## src/hdl/cspc_consts.svh

```systemverilog
// Overview of operation
// - Bit 25 is set by any card access, cleared by a read of the register unless an access comes in the same cycle, and zero after reset.
// - Read-only bit 24 reads 0 while the card clock runs normally and 1 once it changed.
// - Read/write bit 16 enables clock control; while it is zero bit 0 has no effect.
// - With control enabled and bit 0 zero, the clock-run logic may stop the card clock.
// - With control enabled and bit 0 one, the clock-run logic may slow the card clock by 16.
// - The card clock is stopped or slowed only while the card interface is idle.
// - Bits 31-26, 23-17 and 15-1 are read-only, always read zero and ignore writes.
// - The register sits at offset 20h of the socket base and reads all zero after reset.
// - With the policy bit clear, gating also needs the host clock stopping or slowing.
`ifndef CSPC_CONSTS_SVH
`define CSPC_CONSTS_SVH

`define CSPC_OFF_POLICY   8'h10
`define CSPC_OFF_PM       8'h20
`define CSPC_OFF_IRQ_STAT 8'h24
`define CSPC_OFF_IRQ_MASK 8'h28

`define CSPC_BIT_POLICY   7
`define CSPC_BIT_ACCESS   25
`define CSPC_BIT_CHANGED  24
`define CSPC_BIT_ENABLE   16
`define CSPC_BIT_SELECT   0
`define CSPC_PM_RESET     32'h0000_0000
`define CSPC_PM_RSVD_MASK 32'hFCFE_FFFE

`define CSPC_EV_ACCESS    0
`define CSPC_EV_CHANGED   1
`define CSPC_EV_RESTORED  2
`define CSPC_EV_NUM       3

`define CSPC_SLOW_DIV     16
`define CSPC_CLK_NS       40
`define CSPC_OBJ_WIN_NS   200
`define CSPC_OBJ_CYCLES   ((`CSPC_OBJ_WIN_NS + `CSPC_CLK_NS - 1) / `CSPC_CLK_NS)

`endif

```

## src/hdl/cspc_pkg.sv

```systemverilog
package cspc_pkg;

	typedef enum logic [1:0] {
		CSPC_RUN,
		CSPC_RELEASE,
		CSPC_GATED,
		CSPC_RESTART
	} cspc_state_t;

	typedef logic [31:0] cspc_word_t;

endpackage

```

## src/hdl/cspc_top.sv

```systemverilog
`timescale 1ns/10ps
`include "cspc_consts.svh"

module cspc_top
	import cspc_pkg::*;
#(
	parameter int OBJ_CYCLES = `CSPC_OBJ_CYCLES,
	parameter int SLOW_DIV   = `CSPC_SLOW_DIV
) (
	input  wire logic        core_clk,
	input  wire logic        rst_n,
	input  wire logic [7:0]  reg_addr,
	input  wire logic [31:0] reg_wdata,
	input  wire logic        reg_wr,
	input  wire logic        reg_rd,
	output logic      [31:0] reg_rdata,
	input  wire logic        card_busy,
	input  wire logic        card_access,
	input  wire logic        host_clk_slowing,
	input  wire logic        cclkrun_n_i,
	output logic             cclkrun_n_o,
	output logic             cclkrun_n_oe,
	output logic             card_clk_stop,
	output logic             card_clk_slow,
	output logic             card_clk_tick,
	output logic             irq
);

	localparam int OBJ_W = $clog2(OBJ_CYCLES + 1);
	localparam int DIV_W = $clog2(SLOW_DIV);
	localparam logic [OBJ_W-1:0] OBJ_LAST = OBJ_W'(OBJ_CYCLES - 1);
	localparam logic [DIV_W-1:0] DIV_LAST = DIV_W'(SLOW_DIV - 1);

	function automatic logic hit(input logic [7:0] addr, input logic [7:0] off);
		hit = (addr == off);
	endfunction

	logic                     policy_q;
	logic                     enable_q;
	logic                     select_q;
	logic                     access_q;
	logic                     changed_q;
	logic                     gate_slow_q;
	logic [`CSPC_EV_NUM-1:0]  stat_q;
	logic [`CSPC_EV_NUM-1:0]  mask_q;
	logic [`CSPC_EV_NUM-1:0]  ev_set;
	logic [OBJ_W-1:0]         obj_cnt_q;
	logic [DIV_W-1:0]         div_q;
	cspc_state_t              state_q;
	cspc_state_t              state_d;
	logic                     idle_ok;
	logic                     wr_pm;
	logic                     rd_pm;
	cspc_word_t               pm_word;
	cspc_word_t               rdata_d;

	assign wr_pm = reg_wr && hit(reg_addr, `CSPC_OFF_PM);
	assign rd_pm = reg_rd && hit(reg_addr, `CSPC_OFF_PM);

	// Only the documented fields are assembled; all other bit positions stay zero.
	always_comb begin
		pm_word = `CSPC_PM_RESET;
		pm_word[`CSPC_BIT_ACCESS]  = access_q;
		pm_word[`CSPC_BIT_CHANGED] = changed_q;
		pm_word[`CSPC_BIT_ENABLE]  = enable_q;
		pm_word[`CSPC_BIT_SELECT]  = select_q;
	end

	// Control bits; writes to reserved positions are dropped by construction.
	always_ff @(posedge core_clk or negedge rst_n) begin
		if (!rst_n) begin
			enable_q <= 1'b0;
			select_q <= 1'b0;
		end else if (wr_pm) begin
			enable_q <= reg_wdata[`CSPC_BIT_ENABLE];
			select_q <= reg_wdata[`CSPC_BIT_SELECT];
		end
	end

	always_ff @(posedge core_clk or negedge rst_n) begin
		if (!rst_n) begin
			policy_q <= 1'b0;
		end else if (reg_wr && hit(reg_addr, `CSPC_OFF_POLICY)) begin
			policy_q <= reg_wdata[`CSPC_BIT_POLICY];
		end
	end

	// A new access in the same cycle as the clearing read wins, so it is not lost.
	always_ff @(posedge core_clk or negedge rst_n) begin
		if (!rst_n) begin
			access_q <= 1'b0;
		end else if (card_access) begin
			access_q <= 1'b1;
		end else if (rd_pm) begin
			access_q <= 1'b0;
		end
	end

	// Gating is considered only when enabled, idle and allowed by the policy.
	assign idle_ok = enable_q && !card_busy && !card_access
		&& (policy_q || host_clk_slowing);

	always_comb begin
		state_d = state_q;
		unique case (state_q)
			CSPC_RUN: begin
				if (idle_ok) begin
					state_d = CSPC_RELEASE;
				end
			end
			CSPC_RELEASE: begin
				// The card objects by holding the line low; activity also aborts the attempt.
				if (!cclkrun_n_i || !idle_ok) begin
					state_d = CSPC_RUN;
				end else if (obj_cnt_q == OBJ_LAST) begin
					state_d = CSPC_GATED;
				end
			end
			CSPC_GATED: begin
				if (!cclkrun_n_i || !enable_q || card_busy || card_access) begin
					state_d = CSPC_RESTART;
				end
			end
			CSPC_RESTART: begin
				state_d = CSPC_RUN;
			end
		endcase
	end

	always_ff @(posedge core_clk or negedge rst_n) begin
		if (!rst_n) begin
			state_q <= CSPC_RUN;
		end else begin
			state_q <= state_d;
		end
	end

	always_ff @(posedge core_clk or negedge rst_n) begin
		if (!rst_n) begin
			obj_cnt_q <= '0;
		end else if (state_q == CSPC_RELEASE) begin
			obj_cnt_q <= obj_cnt_q + 1'b1;
		end else begin
			obj_cnt_q <= '0;
		end
	end

	// The mode is frozen on entry so a later write cannot change a gated clock mid-way.
	always_ff @(posedge core_clk or negedge rst_n) begin
		if (!rst_n) begin
			gate_slow_q <= 1'b0;
		end else if (state_q == CSPC_RELEASE && state_d == CSPC_GATED) begin
			gate_slow_q <= select_q;
		end
	end

	always_ff @(posedge core_clk or negedge rst_n) begin
		if (!rst_n) begin
			changed_q <= 1'b0;
		end else begin
			changed_q <= (state_d == CSPC_GATED);
		end
	end

	// The line is driven low in the run and restart states, and released in the release and gated states.
	always_ff @(posedge core_clk or negedge rst_n) begin
		if (!rst_n) begin
			cclkrun_n_o  <= 1'b0;
			cclkrun_n_oe <= 1'b1;
		end else begin
			cclkrun_n_o  <= 1'b0;
			cclkrun_n_oe <= (state_d == CSPC_RUN) || (state_d == CSPC_RESTART);
		end
	end

	always_ff @(posedge core_clk or negedge rst_n) begin
		if (!rst_n) begin
			card_clk_stop <= 1'b0;
			card_clk_slow <= 1'b0;
		end else begin
			card_clk_stop <= (state_d == CSPC_GATED) && !gate_slow_q_next();
			card_clk_slow <= (state_d == CSPC_GATED) && gate_slow_q_next();
		end
	end

	function automatic logic gate_slow_q_next();
		if (state_q == CSPC_RELEASE) begin
			gate_slow_q_next = select_q;
		end else begin
			gate_slow_q_next = gate_slow_q;
		end
	endfunction

	// The tick is the clock enable for the card clock generator.
	always_ff @(posedge core_clk or negedge rst_n) begin
		if (!rst_n) begin
			div_q         <= '0;
			card_clk_tick <= 1'b1;
		end else if (state_d != CSPC_GATED) begin
			div_q         <= '0;
			card_clk_tick <= 1'b1;
		end else if (!gate_slow_q_next()) begin
			div_q         <= '0;
			card_clk_tick <= 1'b0;
		end else begin
			div_q         <= (div_q == DIV_LAST) ? '0 : div_q + 1'b1;
			card_clk_tick <= (div_q == DIV_LAST);
		end
	end

	assign ev_set[`CSPC_EV_ACCESS]   = card_access;
	assign ev_set[`CSPC_EV_CHANGED]  = (state_q == CSPC_RELEASE) && (state_d == CSPC_GATED);
	assign ev_set[`CSPC_EV_RESTORED] = (state_q == CSPC_RESTART);

	// Set wins over a clearing write of one in the same cycle.
	always_ff @(posedge core_clk or negedge rst_n) begin
		if (!rst_n) begin
			stat_q <= '0;
		end else if (reg_wr && hit(reg_addr, `CSPC_OFF_IRQ_STAT)) begin
			stat_q <= (stat_q & ~reg_wdata[`CSPC_EV_NUM-1:0]) | ev_set;
		end else begin
			stat_q <= stat_q | ev_set;
		end
	end

	always_ff @(posedge core_clk or negedge rst_n) begin
		if (!rst_n) begin
			mask_q <= '0;
		end else if (reg_wr && hit(reg_addr, `CSPC_OFF_IRQ_MASK)) begin
			mask_q <= reg_wdata[`CSPC_EV_NUM-1:0];
		end
	end

	always_ff @(posedge core_clk or negedge rst_n) begin
		if (!rst_n) begin
			irq <= 1'b0;
		end else begin
			irq <= |((stat_q | ev_set) & mask_q);
		end
	end

	always_comb begin
		rdata_d = '0;
		if (hit(reg_addr, `CSPC_OFF_PM)) begin
			rdata_d = pm_word;
		end else if (hit(reg_addr, `CSPC_OFF_POLICY)) begin
			rdata_d[`CSPC_BIT_POLICY] = policy_q;
		end else if (hit(reg_addr, `CSPC_OFF_IRQ_STAT)) begin
			rdata_d[`CSPC_EV_NUM-1:0] = stat_q;
		end else if (hit(reg_addr, `CSPC_OFF_IRQ_MASK)) begin
			rdata_d[`CSPC_EV_NUM-1:0] = mask_q;
		end
	end

	// Read data stand for the one cycle after the strobe and are zero otherwise.
	always_ff @(posedge core_clk or negedge rst_n) begin
		if (!rst_n) begin
			reg_rdata <= '0;
		end else if (reg_rd) begin
			reg_rdata <= rdata_d;
		end else begin
			reg_rdata <= '0;
		end
	end

	logic [4:0] slow_run_q;
	logic [4:0] gap_q;

	always_ff @(posedge core_clk or negedge rst_n) begin
		if (!rst_n) begin
			slow_run_q <= '0;
			gap_q      <= '0;
		end else begin
			slow_run_q <= !card_clk_slow ? '0 : (slow_run_q == 5'h1F) ? slow_run_q : slow_run_q + 1'b1;
			gap_q      <= card_clk_tick ? '0 : (gap_q == 5'h1F) ? gap_q : gap_q + 1'b1;
		end
	end

	a_access_set: assert property (@(posedge core_clk) disable iff (!rst_n)
		card_access |=> access_q)
		else $error("card access did not set the access flag");

	a_access_clear: assert property (@(posedge core_clk) disable iff (!rst_n)
		rd_pm && !card_access |=> !access_q ##1 ($past(reg_rd) || reg_rdata == '0))
		else $error("read did not clear the access flag");

	a_mode_read: assert property (@(posedge core_clk) disable iff (!rst_n)
		rd_pm |=> reg_rdata[`CSPC_BIT_CHANGED] == $past(state_q == CSPC_GATED))
		else $error("clock mode bit does not follow gating");

	a_enable_gates: assert property (@(posedge core_clk) disable iff (!rst_n)
		(state_q == CSPC_RUN && !enable_q) |=> state_q == CSPC_RUN)
		else $error("clock gating started while control disabled");

	a_stop_mode: assert property (@(posedge core_clk) disable iff (!rst_n)
		(state_q == CSPC_GATED && !gate_slow_q) |-> card_clk_stop && !card_clk_tick)
		else $error("stop mode did not stop the card clock");

	a_slow_div: assert property (@(posedge core_clk) disable iff (!rst_n)
		(card_clk_tick && card_clk_slow && slow_run_q > 5'h10) |-> gap_q == 5'h0F)
		else $error("slowed clock is not divided by sixteen");

	a_busy_hold: assert property (@(posedge core_clk) disable iff (!rst_n)
		(state_q == CSPC_RUN && card_busy) |=> state_q == CSPC_RUN)
		else $error("gating attempted during a transfer");

	a_rsvd_zero: assert property (@(posedge core_clk) disable iff (!rst_n)
		rd_pm |=> (reg_rdata & `CSPC_PM_RSVD_MASK) == '0)
		else $error("reserved bits read nonzero");

	a_pm_write: assert property (@(posedge core_clk) disable iff (!rst_n)
		wr_pm |=> enable_q == $past(reg_wdata[`CSPC_BIT_ENABLE])
			&& select_q == $past(reg_wdata[`CSPC_BIT_SELECT]))
		else $error("register write did not take effect");

	a_policy_host: assert property (@(posedge core_clk) disable iff (!rst_n)
		(state_q == CSPC_RUN && !policy_q && !host_clk_slowing) |=> state_q == CSPC_RUN)
		else $error("gating without policy or host clock slowing");

	a_card_restart: assert property (@(posedge core_clk) disable iff (!rst_n)
		(state_q == CSPC_GATED && !cclkrun_n_i) |=> cclkrun_n_oe && !card_clk_stop
			&& !card_clk_slow ##1 state_q == CSPC_RUN)
		else $error("card restart request not honoured");

	a_object_abort: assert property (@(posedge core_clk) disable iff (!rst_n)
		(state_q == CSPC_RELEASE && !cclkrun_n_i) |=> state_q == CSPC_RUN && cclkrun_n_oe)
		else $error("card objection ignored");

endmodule

```

## config.mk

```make
export PLATFORM = sky130hd
export DESIGN_NAME = cspc_top
export DESIGN_NICKNAME = d
export VERILOG_FILES = /design/src/hdl/cspc_pkg.sv /design/src/hdl/cspc_top.sv
export VERILOG_INCLUDE_DIRS = /design/src /design/src/hdl
export SDC_FILE = /design/constraint.sdc
export NUM_CORES = 1
export LEC_CHECK = 0
export BUFFER_PORTS_ARGS = -buffer_cell sky130_fd_sc_hd__buf_2
export CORE_MARGIN = 2
export CORE_UTILIZATION = 40
export CTS_CLUSTER_SIZE = 16
export DETAILED_ROUTE_END_ITERATION = 7
export PLACE_DENSITY = 0.75
export SLEW_MARGIN = 10
export SYNTH_ARGS = -nofsm -noshare
export SYNTH_HDL_FRONTEND = slang
export SYNTH_SLANG_ARGS = --single-unit
```

## constraint.sdc

```tcl
create_clock -name core_clk -period 1.8 [get_ports core_clk]
set_input_delay 0.09 -clock core_clk [delete_from_list [all_inputs] [get_ports core_clk]]
set_output_delay 0.09 -clock core_clk [all_outputs]
set_load 0.01 [all_outputs]
```

# ---- Word-level counts from Yosys, hierarchy flattened
# Index checks and enable logic that the tools add are counted.
# Widths: inputs -> output; s select.
dict set report classes {
  n_addsub 2
  eq_ne 12
  muxes 24
  bitwise_logic 5
  reduce_logical 27
}
# cell n
set ops {}
lappend ops {{$mux 26} 1}
lappend ops {{$eq 8x6->1 const B} 3}
lappend ops {{$mux 18} 1}
lappend ops {{$mux 3} 6}
lappend ops {{$mux 4} 3}
lappend ops {{$logic_and 1x1->1} 11}
lappend ops {{$eq 2x2->1 const B} 4}
lappend ops {{$eq 8x5->1 const B} 1}
lappend ops {{$mux 1} 8}
lappend ops {{$mux 2} 4}
lappend ops {{$pmux 2 s4} 1}
lappend ops {{$and 3x3->3} 2}
lappend ops {{$logic_not 1->1} 6}
lappend ops {{$logic_or 1x1->1} 6}
lappend ops {{$or 3x3->3} 2}
lappend ops {{$add 4x1->4 const B} 1}
lappend ops {{$eq 4x4->1 const B} 1}
lappend ops {{$logic_not 2->1} 2}
lappend ops {{$add 3x1->3 const B} 1}
lappend ops {{$eq 3x3->1 const B} 1}
lappend ops {{$not 3->3} 1}
lappend ops {{$reduce_or 3->1} 1}
lappend ops {{$eq 2x1->1 const B} 1}
lappend ops {{$ne 2x2->1 const B} 1}
lappend ops {{$reduce_bool 2->1} 1}
dict set report word_totals {
  regBits 58
  in_bits 48
  output_inout_bits 38
  wordCells 87
}

# ---- Longest topological paths before layout
# Gate-level depths: netlist (run 1).
dict set report logic_depth {
  depth_word 13
  depth_mapped 7
  ltp_nobuf 7
}

# ---- Worst setup path after synthesis (run 1)
# OpenSTA, ideal clock, no wires.
dict set report synth_timing {
  kind {register to register}
  start {register enable_q}
  end {register div_q[0]}
  setup_time_ns 0.105
  t_arrival_ns 1.675
  required_ns 1.695
  setup_slack_ns 0.020
  path_stages_with_launch 7
  n_path_buf 0
  period_less_slack_ns 1.780
  path_cell_list {dfrtp_1 nor3b_1 o21ai_0 o32ai_1 ha_1 inv_1 nor4b_1}
}
dict set report synth_between {
  elab_chain_cells 9
  elab_cells_between_ends 15
  cone_classes {eq/ne: 1; mux: 5; reduce/logical: 9}
}
# item line_no
set synth_lines {}
lappend synth_lines {{start: declaration} cspc_top.sv:39} ;# logic enable_q;
lappend synth_lines {{start signal: assignment} cspc_top.sv:75} ;# enable_q <= reg_wdata[`CSPC_BIT_ENABLE];
lappend synth_lines {{$logic_and 1x1->1 (2 in a row)} cspc_top.sv:100} ;# assign idle_ok = enable_q && !card_busy && !card_access
lappend synth_lines {{$logic_and 1x1->1} cspc_top.sv:101} ;# && (policy_q || host_clk_slowing);
lappend synth_lines {{$logic_not 1->1} cspc_top.sv:113} ;# if (!cclkrun_n_i || !idle_ok) begin
lappend synth_lines {{$logic_or 1x1->1} cspc_top.sv:113}
lappend synth_lines {{$mux 2} cspc_top.sv:113}
lappend synth_lines {{$pmux 2 s4 (*)} cspc_top.sv:105} ;# unique case (state_q)
lappend synth_lines {{net state_d[1]} cspc_top.sv:50} ;# cspc_state_t state_d;
lappend synth_lines {{$ne 2x2->1 (*)} cspc_top.sv:199} ;# end else if (state_d != CSPC_GATED) begin
lappend synth_lines {{$mux 4 (*)} cspc_top.sv:199}
lappend synth_lines {{end signal: assignment} cspc_top.sv:206} ;# div_q <= (div_q == DIV_LAST) ? '0 : div_q + 1'b1;
lappend synth_lines {{end: declaration} cspc_top.sv:48} ;# logic [DIV_W-1:0] div_q;
# Mark *: on every way through the listed nets, which the timed path passes. The rest lies on a longest branch.
# A chain may end at the register's enable or synchronous reset.

# ---- Final worst setup path (run 1)
dict set report layout_timing {
  start {register enable_q}
  end {register irq}
}
dict set report layout_between {
  elab_chain_cells 12
  elab_cells_between_ends 18
  cone_classes {eq/ne: 1; mux: 4; bitwise: 2; reduce/logical: 11}
}
# item line_no
set layout_lines {}
lappend layout_lines {{$logic_and 1x1->1 (2 in a row)} cspc_top.sv:100}
lappend layout_lines {{$logic_and 1x1->1} cspc_top.sv:101}
lappend layout_lines {{$logic_not 1->1} cspc_top.sv:113}
lappend layout_lines {{$logic_or 1x1->1} cspc_top.sv:113}
lappend layout_lines {{$mux 2} cspc_top.sv:113}
lappend layout_lines {{$pmux 2 s4 (*)} cspc_top.sv:105}
lappend layout_lines {{$eq 2x2->1 (*)} cspc_top.sv:212} ;# assign ev_set[`CSPC_EV_CHANGED] = (state_q == CSPC_RELEASE) && (state_d == CSPC_GATED);
lappend layout_lines {{$logic_and 1x1->1 (*)} cspc_top.sv:212}
lappend layout_lines {{$or 3x3->3 (*)} cspc_top.sv:238} ;# irq <= |((stat_q | ev_set) & mask_q);
lappend layout_lines {{$and 3x3->3 (*)} cspc_top.sv:238}
lappend layout_lines {{$reduce_or 3->1 (*)} cspc_top.sv:238}
lappend layout_lines {{end signal: assignment} cspc_top.sv:238}
lappend layout_lines {{end: declaration} cspc_top.sv:26} ;# output logic irq
# Every way passes the cells marked *; elsewhere a longest branch is shown, timed or not.

==> results of run 1 <==
[through the flow]
stage	cell area (um2)	setup slack (ps)
global route	2030	5.91
detailed placement	1830	-189
global placement	1830	-122
finish	2030	57.6
CTS	1970	20.3
floorplan	1740	19.6
[layer usage]
layer  vias to the layer above  wire, um  global-route usage (%)
met5                         -         0                       0
met4                         0        45                    6.50
met3                         7       163                    5.10
met2                        28      1600                    22.6
met1                       554      1220                    16.2
li1                        553         -                       -
[final timing paths]
check / startpoint / end / slack (ps) / cells past startpoint
setup / recovery: enable_q / irq / 60 / 8
hold reg to reg: changed_q / reg_rdata[24] / 450 / 1
hold / removal: reg_wdata[16] / enable_q / 40 / 2
min in group asynchronous: rst_n / card_clk_stop / 410 / 2
setup reg to reg: enable_q / irq / 60 / 8
max in group asynchronous: rst_n / irq / 940 / 2
[cells in the mapped netlist]
library cell / number / share of area [%]
xnor2_1: 2 / 1.1
nand2b_4: 1 / 0.84
a22o_1: 2 / 1.1
o22ai_1: 1 / 0.38
and2_1: 5 / 1.9
nand2b_1: 1 / 0.38
o21a_1: 1 / 0.46
o21ai_0: 4 / 1.2
and3_2: 1 / 0.46
a31oi_1: 1 / 0.38
nor3_1: 1 / 0.30
a21oi_1: 5 / 1.5
inv_1: 8 / 1.8
o32ai_1: 1 / 0.53
a22oi_1: 2 / 0.91
nor4b_1: 2 / 1.1
o221ai_1: 1 / 0.53
or2_2: 1 / 0.38
a211oi_1: 1 / 0.46
nor4_2: 1 / 0.76
nand2_1: 2 / 0.46
conb_1: 1 / 0.23
nand3_2: 1 / 0.61
buf_2: 1 / 0.30
ha_1: 4 / 3.0
nand3_1: 5 / 1.5
nand4b_1: 1 / 0.53
nor3b_1: 3 / 1.4
dfrtp_1: 31 / 47
a21o_1: 1 / 0.46
nand4_1: 3 / 1.1
nor2_1: 6 / 1.4
nor2b_1: 3 / 1.1
and4_1: 1 / 0.53
mux2_2: 7 / 4.8
nor4b_4: 1 / 1.4
mux2i_1: 2 / 1.2
dfstp_2: 2 / 3.2
o21bai_1: 1 / 0.46
buf_4: 26 / 12
o22a_1: 1 / 0.53
[area by class of cell]
class / count / area share [%]
sequential: 33 / 40.9
multi-input combinational: 102 / 36.5
timing repair buffer: 45 / 13.0
clock buffer: 7 / 4.76
tap: 50 / 3.09
inverter: 8 / 1.48
clock inverter: 1 / 0.247
[state kept, by name, indices dropped and copies added, names as in the netlist, 2 cells and up]
name,count
div_q,4
mask_q,3
obj_cnt_q,3
reg_rdata,7
stat_q,3
state_q,2
[cell families (layout without fill, tap and decap cells)]
| family | count (synthesis) | in the layout | synth area share [%] |
|---|---|---|---|
| and+or+nand+nor | 39 | 39 | 16.2 |
| AOI/OAI and AO/OA | 22 | 22 | 8.92 |
| buffers and inverters | 35 | 61 | 14.0 |
| DFF | 33 | 33 | 50.5 |
| other | 1 | 26 | 0.228 |
| xor gates and xnor gates | 2 | 2 | 1.07 |
| muxes | 9 | 9 | 6.02 |
| adders and majority gates | 4 | 4 | 3.05 |
[power groups by stage]
stage	clock (uW)	sequential, uW	combinational, uW
after global placement	0	773	109
after floorplan	0	772	93.6
after CTS	619	759	113
final	597	759	115
after detailed placement	0	773	111
after global routing	652	760	132
[critical path, stage by stage (launching register included)]
cell and delay [ps]:
dfrtp_1 380, nor3b_2 170, buf_4 140, a31oi_2 220, o22ai_2 140, ha_4 200, buf_6 120, a21oi_1 120
o221ai_1 120
[what timing repair did]
item,4_1_cts,5_1_grt
pin swaps,2,3
hold buffers,1,0
resized for setup,4,8
hold endpoints to repair,31,0
setup endpoints to repair,8,7
setup buffers,1,2
[cells in the final DEF (no fill, tap or decap), drive strengths merged, types with 2 or more instances in the layout]
master  Yosys  layout
ha          4       4
mux2        7       7
and2        5       5
nand3       6       6
inv         8       8
nor4b       3       3
o21ai       4       4
a22oi       2       2
clkbuf      0       7
nor2        6       6
a21oi       5       5
nand2b      2       2
nand2       2       2
mux2i       2       2
conb        1      26
nand4       3       3
buf        27      44
a22o        2       2
nor3b       3       3
dfrtp      31      31
xnor2       2       2
dfstp       2       2
nor2b       3       3
==> results.tsv, run 1 <==
stage	metric	value	unit
sta	setup_viol	0	
sta	fmax	0.574	GHz
clocking	clkSlewWorstSetupHoldPaths	60	ps
clocking	cts_tree	yes	
yosys	synthCells	145	
placed_design	io_buffers	32	
pwr	switching_share	22.7	%
route	postRouteAntennaNets	0	
layout	instances_no_fill	246	
critical_path	cp_max_fo	4	
sta	finalSetupTns	0	ps
global_route	grt_antenna_before_repair	0	
clocking	numCtsBuffers	5	
job	cap_violations	0	
placed_design	place_inst	234	
layout	insertedDiodeCount	0	
sta	tightest_slew	719	ps
route	drc_errors	0	
floorplanning	core_area	0.00397	mm2
pwr	fin_total_pwr	1470	uW
route	num_vias	1142	
sta	finalCritPeriodShare	96.8	%
pwr	vdd_ir_drop_max	0.000290	V
route	viasPerCell	4.64	
floorplanning	io_pins	86	
yosys	yosys_warnings	0	
global_route	grt_pass1_vias	1089	
clocking	cts-root-buf	clkbuf_8	
global_route	grt.overflow.total	0	
route	wl_per_cell	12.3	um
global_route	grt_pass1_wl	4720	um
floorplanning	dieArea	0.00463	mm2
sta	hold_viol_final	0	
pwr	internal_power	1140	uW
sta	period_needed	1740	ps
clocking	clock_sinks	33	
floorplanning	die_h	68.1	um
floorplanning	row_count	23	
yosys	netlist_area	0.00164	mm2
floorplanning	die_x	68.1	um
sta	rsz0062_at_grt	false	
layout	multi_input_area	739	um2
outcome	run_status	finished, final reports clean	
sta	holdWs	40.4	ps
layout	nNetsFinal	247	
clocking	cts.htree.levels	2	
pwr	pwr-share-seq	51.6	%
floorplanning	start_util	41.3	%
clocking	insertion_delay	280	ps
layout	num-fill-cells	364	
pwr	clock_power_share	40.6	%
pwr	p_sw	334	uW
layout	seqCellArea	828	um2
placed_design	hpwl	2220	um
clocking	clockBufferDepth	2	
sta	fin_skew	3.67	ps
placed_design	gp_congestion	0.837	
global_route	grt_max_degree	34	
pwr	p_per_area	727	mW/mm2
critical_path	worst_setup_path_end_kind	flip-flop	
yosys	avgSynthCellArea	11.3	um2
layout	fin_util	51.0	%
worst_hold_path	hold_class	primary input to flip-flop	
route	drt_iter0_markers	71	
sta	slew-limit-headroom	52.1	%
route	dr.pass1.iters	4	
layout	drive_gt1_share	38.8	%
yosys	ys_types	41	
sta	slew_violations	0	
pwr	p_leak	0.000998	uW
yosys	ys_seq_area_share	50.5	%
yosys	synth_seq_cells	33	
global_route	track_usage	13.9	%
layout	area_growth_syn_to_layout	23.4	%
critical_path	arrival	1880	ps
critical_path	start_kind	flip-flop	
route	wl	3030	um
critical_path	cp.required	1940	ps
pwr	combPwrFrac	7.8	%
critical_path	path_class	flip-flop to flip-flop	
No activity file was read; power rests on OpenSTA's default activity.
==> run 2: changes to the inputs <==
==> constraint.sdc (replaced) <==
create_clock -name core_clk -period 1.5 [get_ports core_clk]
set_input_delay 0.075 -clock core_clk [delete_from_list [all_inputs] [get_ports core_clk]]
set_output_delay 0.075 -clock core_clk [all_outputs]
set_load 0.02 [all_outputs]
==> run 2 against run 1 <==
The flow now finishes with violations (negative setup slack). Worst hold slack got worse by 23 ps. Wire length is 6.5% higher. Largest power group unchanged. Largest cell class unchanged. Clock power is 7.0% higher. First-iteration DRC count is 56% lower. Critical endpoint is now gate_slow_q. Combinational power is 57% higher. Flip-flop and latch count did not move. Final cell count up 3.3%. Highest routed layer unchanged. Critical path type unchanged. Global-route usage up 1.3 points. Register-to-register slack worse by 280 ps. Clock skew grew 0.82 ps.
==> results.tsv, run 2 (synthesized netlist as in run 1, its figures left out) <==
stage	metric	value	unit	change
route	dr.pass1.iters	4		unchanged
placed_design	gp_congestion	0.796		-4.9%
sta	finalSetupTns	-1310	ps	-1310 ps
layout	area_growth_syn_to_layout	29.5	%	
global_route	grt_max_degree	34		unchanged
pwr	p_leak	0.00104	uW	+4.4%
sta	rsz0062_at_grt	true		
pwr	vdd_ir_drop_max	0.000349	V	+20%
layout	top_register	reg_rdata		
outcome	run_status	finished, violations left		
worst_hold_path	hold_class	primary input to flip-flop		
critical_path	critPathSlowestCell	dfrtp_1		
clocking	clkSlewWorstSetupHoldPaths	60	ps	about the same
route	drc_errors	0		unchanged
critical_path	worst_setup_path_end_kind	flip-flop		
critical_path	max_stage_delay	350	ps	-30 ps
floorplanning	start_util	41.3	%	unchanged
placed_design	hpwl	2300	um	+3.9%
floorplanning	dieArea	0.00463	mm2	unchanged
route	drt_iter0_markers	31		-56%
floorplanning	io_pins	86		unchanged
floorplanning	die_x	68.1	um	unchanged
layout	num-fill-cells	357		-1.9%
global_route	grt.overflow.total	0		unchanged
clocking	insertion_delay	290	ps	about the same
layout	nNetsFinal	255		+3.2%
sta	slew_violations	0		unchanged
global_route	grt_antenna_before_repair	0		unchanged
critical_path	path_cells	nor3b_4 > o21ai_2 > o32ai_4 > ha_4 > nand2_2 > mux2_2		
pwr	p_per_area	815	mW/mm2	+12%
critical_path	cp_max_fo	5		+1
layout	drive_gt1_share	45.1	%	+6.3 points
global_route	grt_pass1_vias	1121		+2.9%
sta	hold_viol_final	0		unchanged
route	num_vias	1197		+4.8%
sta	period_needed	1720	ps	-23.0 ps
sta	slew-limit-headroom	52.0	%	-0.11 points
sta	tightest_slew	720	ps	+1.62 ps
sta	finalCritPeriodShare	115	%	+18 points
placed_design	io_buffers	32		unchanged
sta	holdWs	17.6	ps	-22.8 ps
critical_path	crit_buf_inv	0		-2
sta	setup_viol	10		+10
route	wl	3230	um	+6.5%
critical_path	start_kind	flip-flop		
critical_path	arrival	1890	ps	about the same
floorplanning	row_count	23		unchanged
layout	layout_common_cells	buf_2, dfrtp_1, conb_1		
outcome	violations	negative setup slack		
route	postRouteAntennaNets	0		unchanged
clocking	cts_tree	yes		
job	cap_violations	0		unchanged
critical_path	cp.required	1670	ps	-270 ps
global_route	grt_pass1_wl	4970	um	+5.3%
route	wl_per_cell	12.7	um	+3.1%
clocking	clockBufferDepth	2		unchanged
route	viasPerCell	4.71		+1.5%
layout	largest_reg_flops	7		unchanged
clocking	numCtsBuffers	5		unchanged
layout	largest_registers	reg_rdata x7, div_q x4		
sta	finalWorstSetupSlack	-219	ps	-277 ps
layout	insertedDiodeCount	0		unchanged
floorplanning	die_h	68.1	um	unchanged
clocking	clock_sinks	33		unchanged
floorplanning	core_area	0.00397	mm2	unchanged
layout	layout_commonest_cell	buf_2		
sta	fin_skew	4.49	ps	+0.820 ps
global_route	track_usage	15.1	%	+1.3 points
clocking	cts.htree.levels	2		unchanged
critical_path	critPathTopFamily	compound AO/OA/AOI/OAI gates		
critical_path	path_class	flip-flop to flip-flop		
sta	fmax	0.582	GHz	+1.3%
clocking	cts-root-buf	clkbuf_8		
## run 2: report_power, final
group	internal [uW]	switching [uW]
clock network	321	319
registers	903	9.42
logic	56.8	124
total	1280	452
## run 2: area by class of cell
type / instances / area (um2) / area share, %
clock buffers: 6 / 72.6 / 3.41
clock inverters: 2 / 10.0 / 0.471
inverters: 8 / 30.0 / 1.41
multi-input cells: 102 / 795 / 37.4
flip-flops and latches: 33 / 828 / 39.0
well taps: 50 / 62.6 / 2.94
repair buffers: 53 / 328 / 15.4
## run 2: metal layers
metal | global-route usage (%) | vias to the layer above | routed length [um]
met4 | 6.00 | 0 | 49
li1 | - | 574 | -
met5 | 0 | - | 0
met2 | 24.6 | 28 | 1710
met1 | 17.4 | 589 | 1290
met3 | 6.58 | 6 | 180
## run 2: what timing repair did
item                                    CTS  global route
hold endpoints to repair                 31             0
pin swaps                                 1             9
buffers inserted                          2             5
cloned                                    0             0
hold buffers                              1             0
endpoints found under the setup margin   10            10
resized for setup                         1            18
## run 2: final timing paths
| path | startpoint | end | slack, ps | cells after the start |
|---|---|---|---|---|
| hold / removal | reg_wdata[7] | policy_q | 20 | 2 |
| hold reg to reg | changed_q | reg_rdata[24] | 480 | 1 |
| min in group asynchronous | rst_n | state_q[0] | 380 | 2 |
| max in group asynchronous | rst_n | div_q[2] | 660 | 2 |
| setup reg to reg | enable_q | gate_slow_q | -220 | 6 |
| setup / recovery | enable_q | gate_slow_q | -220 | 6 |
## run 2: stage by stage
| stage | total power [uW] | std cells | setup slack [ps] | utilization, % | area (um2) |
|---|---|---|---|---|---|
| 4_1_cts | 1750 | 249 | -231 | 50.1 | 1990 |
| 2_1_floorplan | 1070 | 170 | -105 | - | 1760 |
| 3_3_place_gp | 1100 | 238 | -161 | 47.3 | 1880 |
| 6_report | 1730 | 254 | -219 | 53.5 | 2130 |
| 3_5_place_dp | 1100 | 238 | -236 | 47.3 | 1880 |
| 5_1_grt | 1820 | 254 | -301 | 53.5 | 2130 |
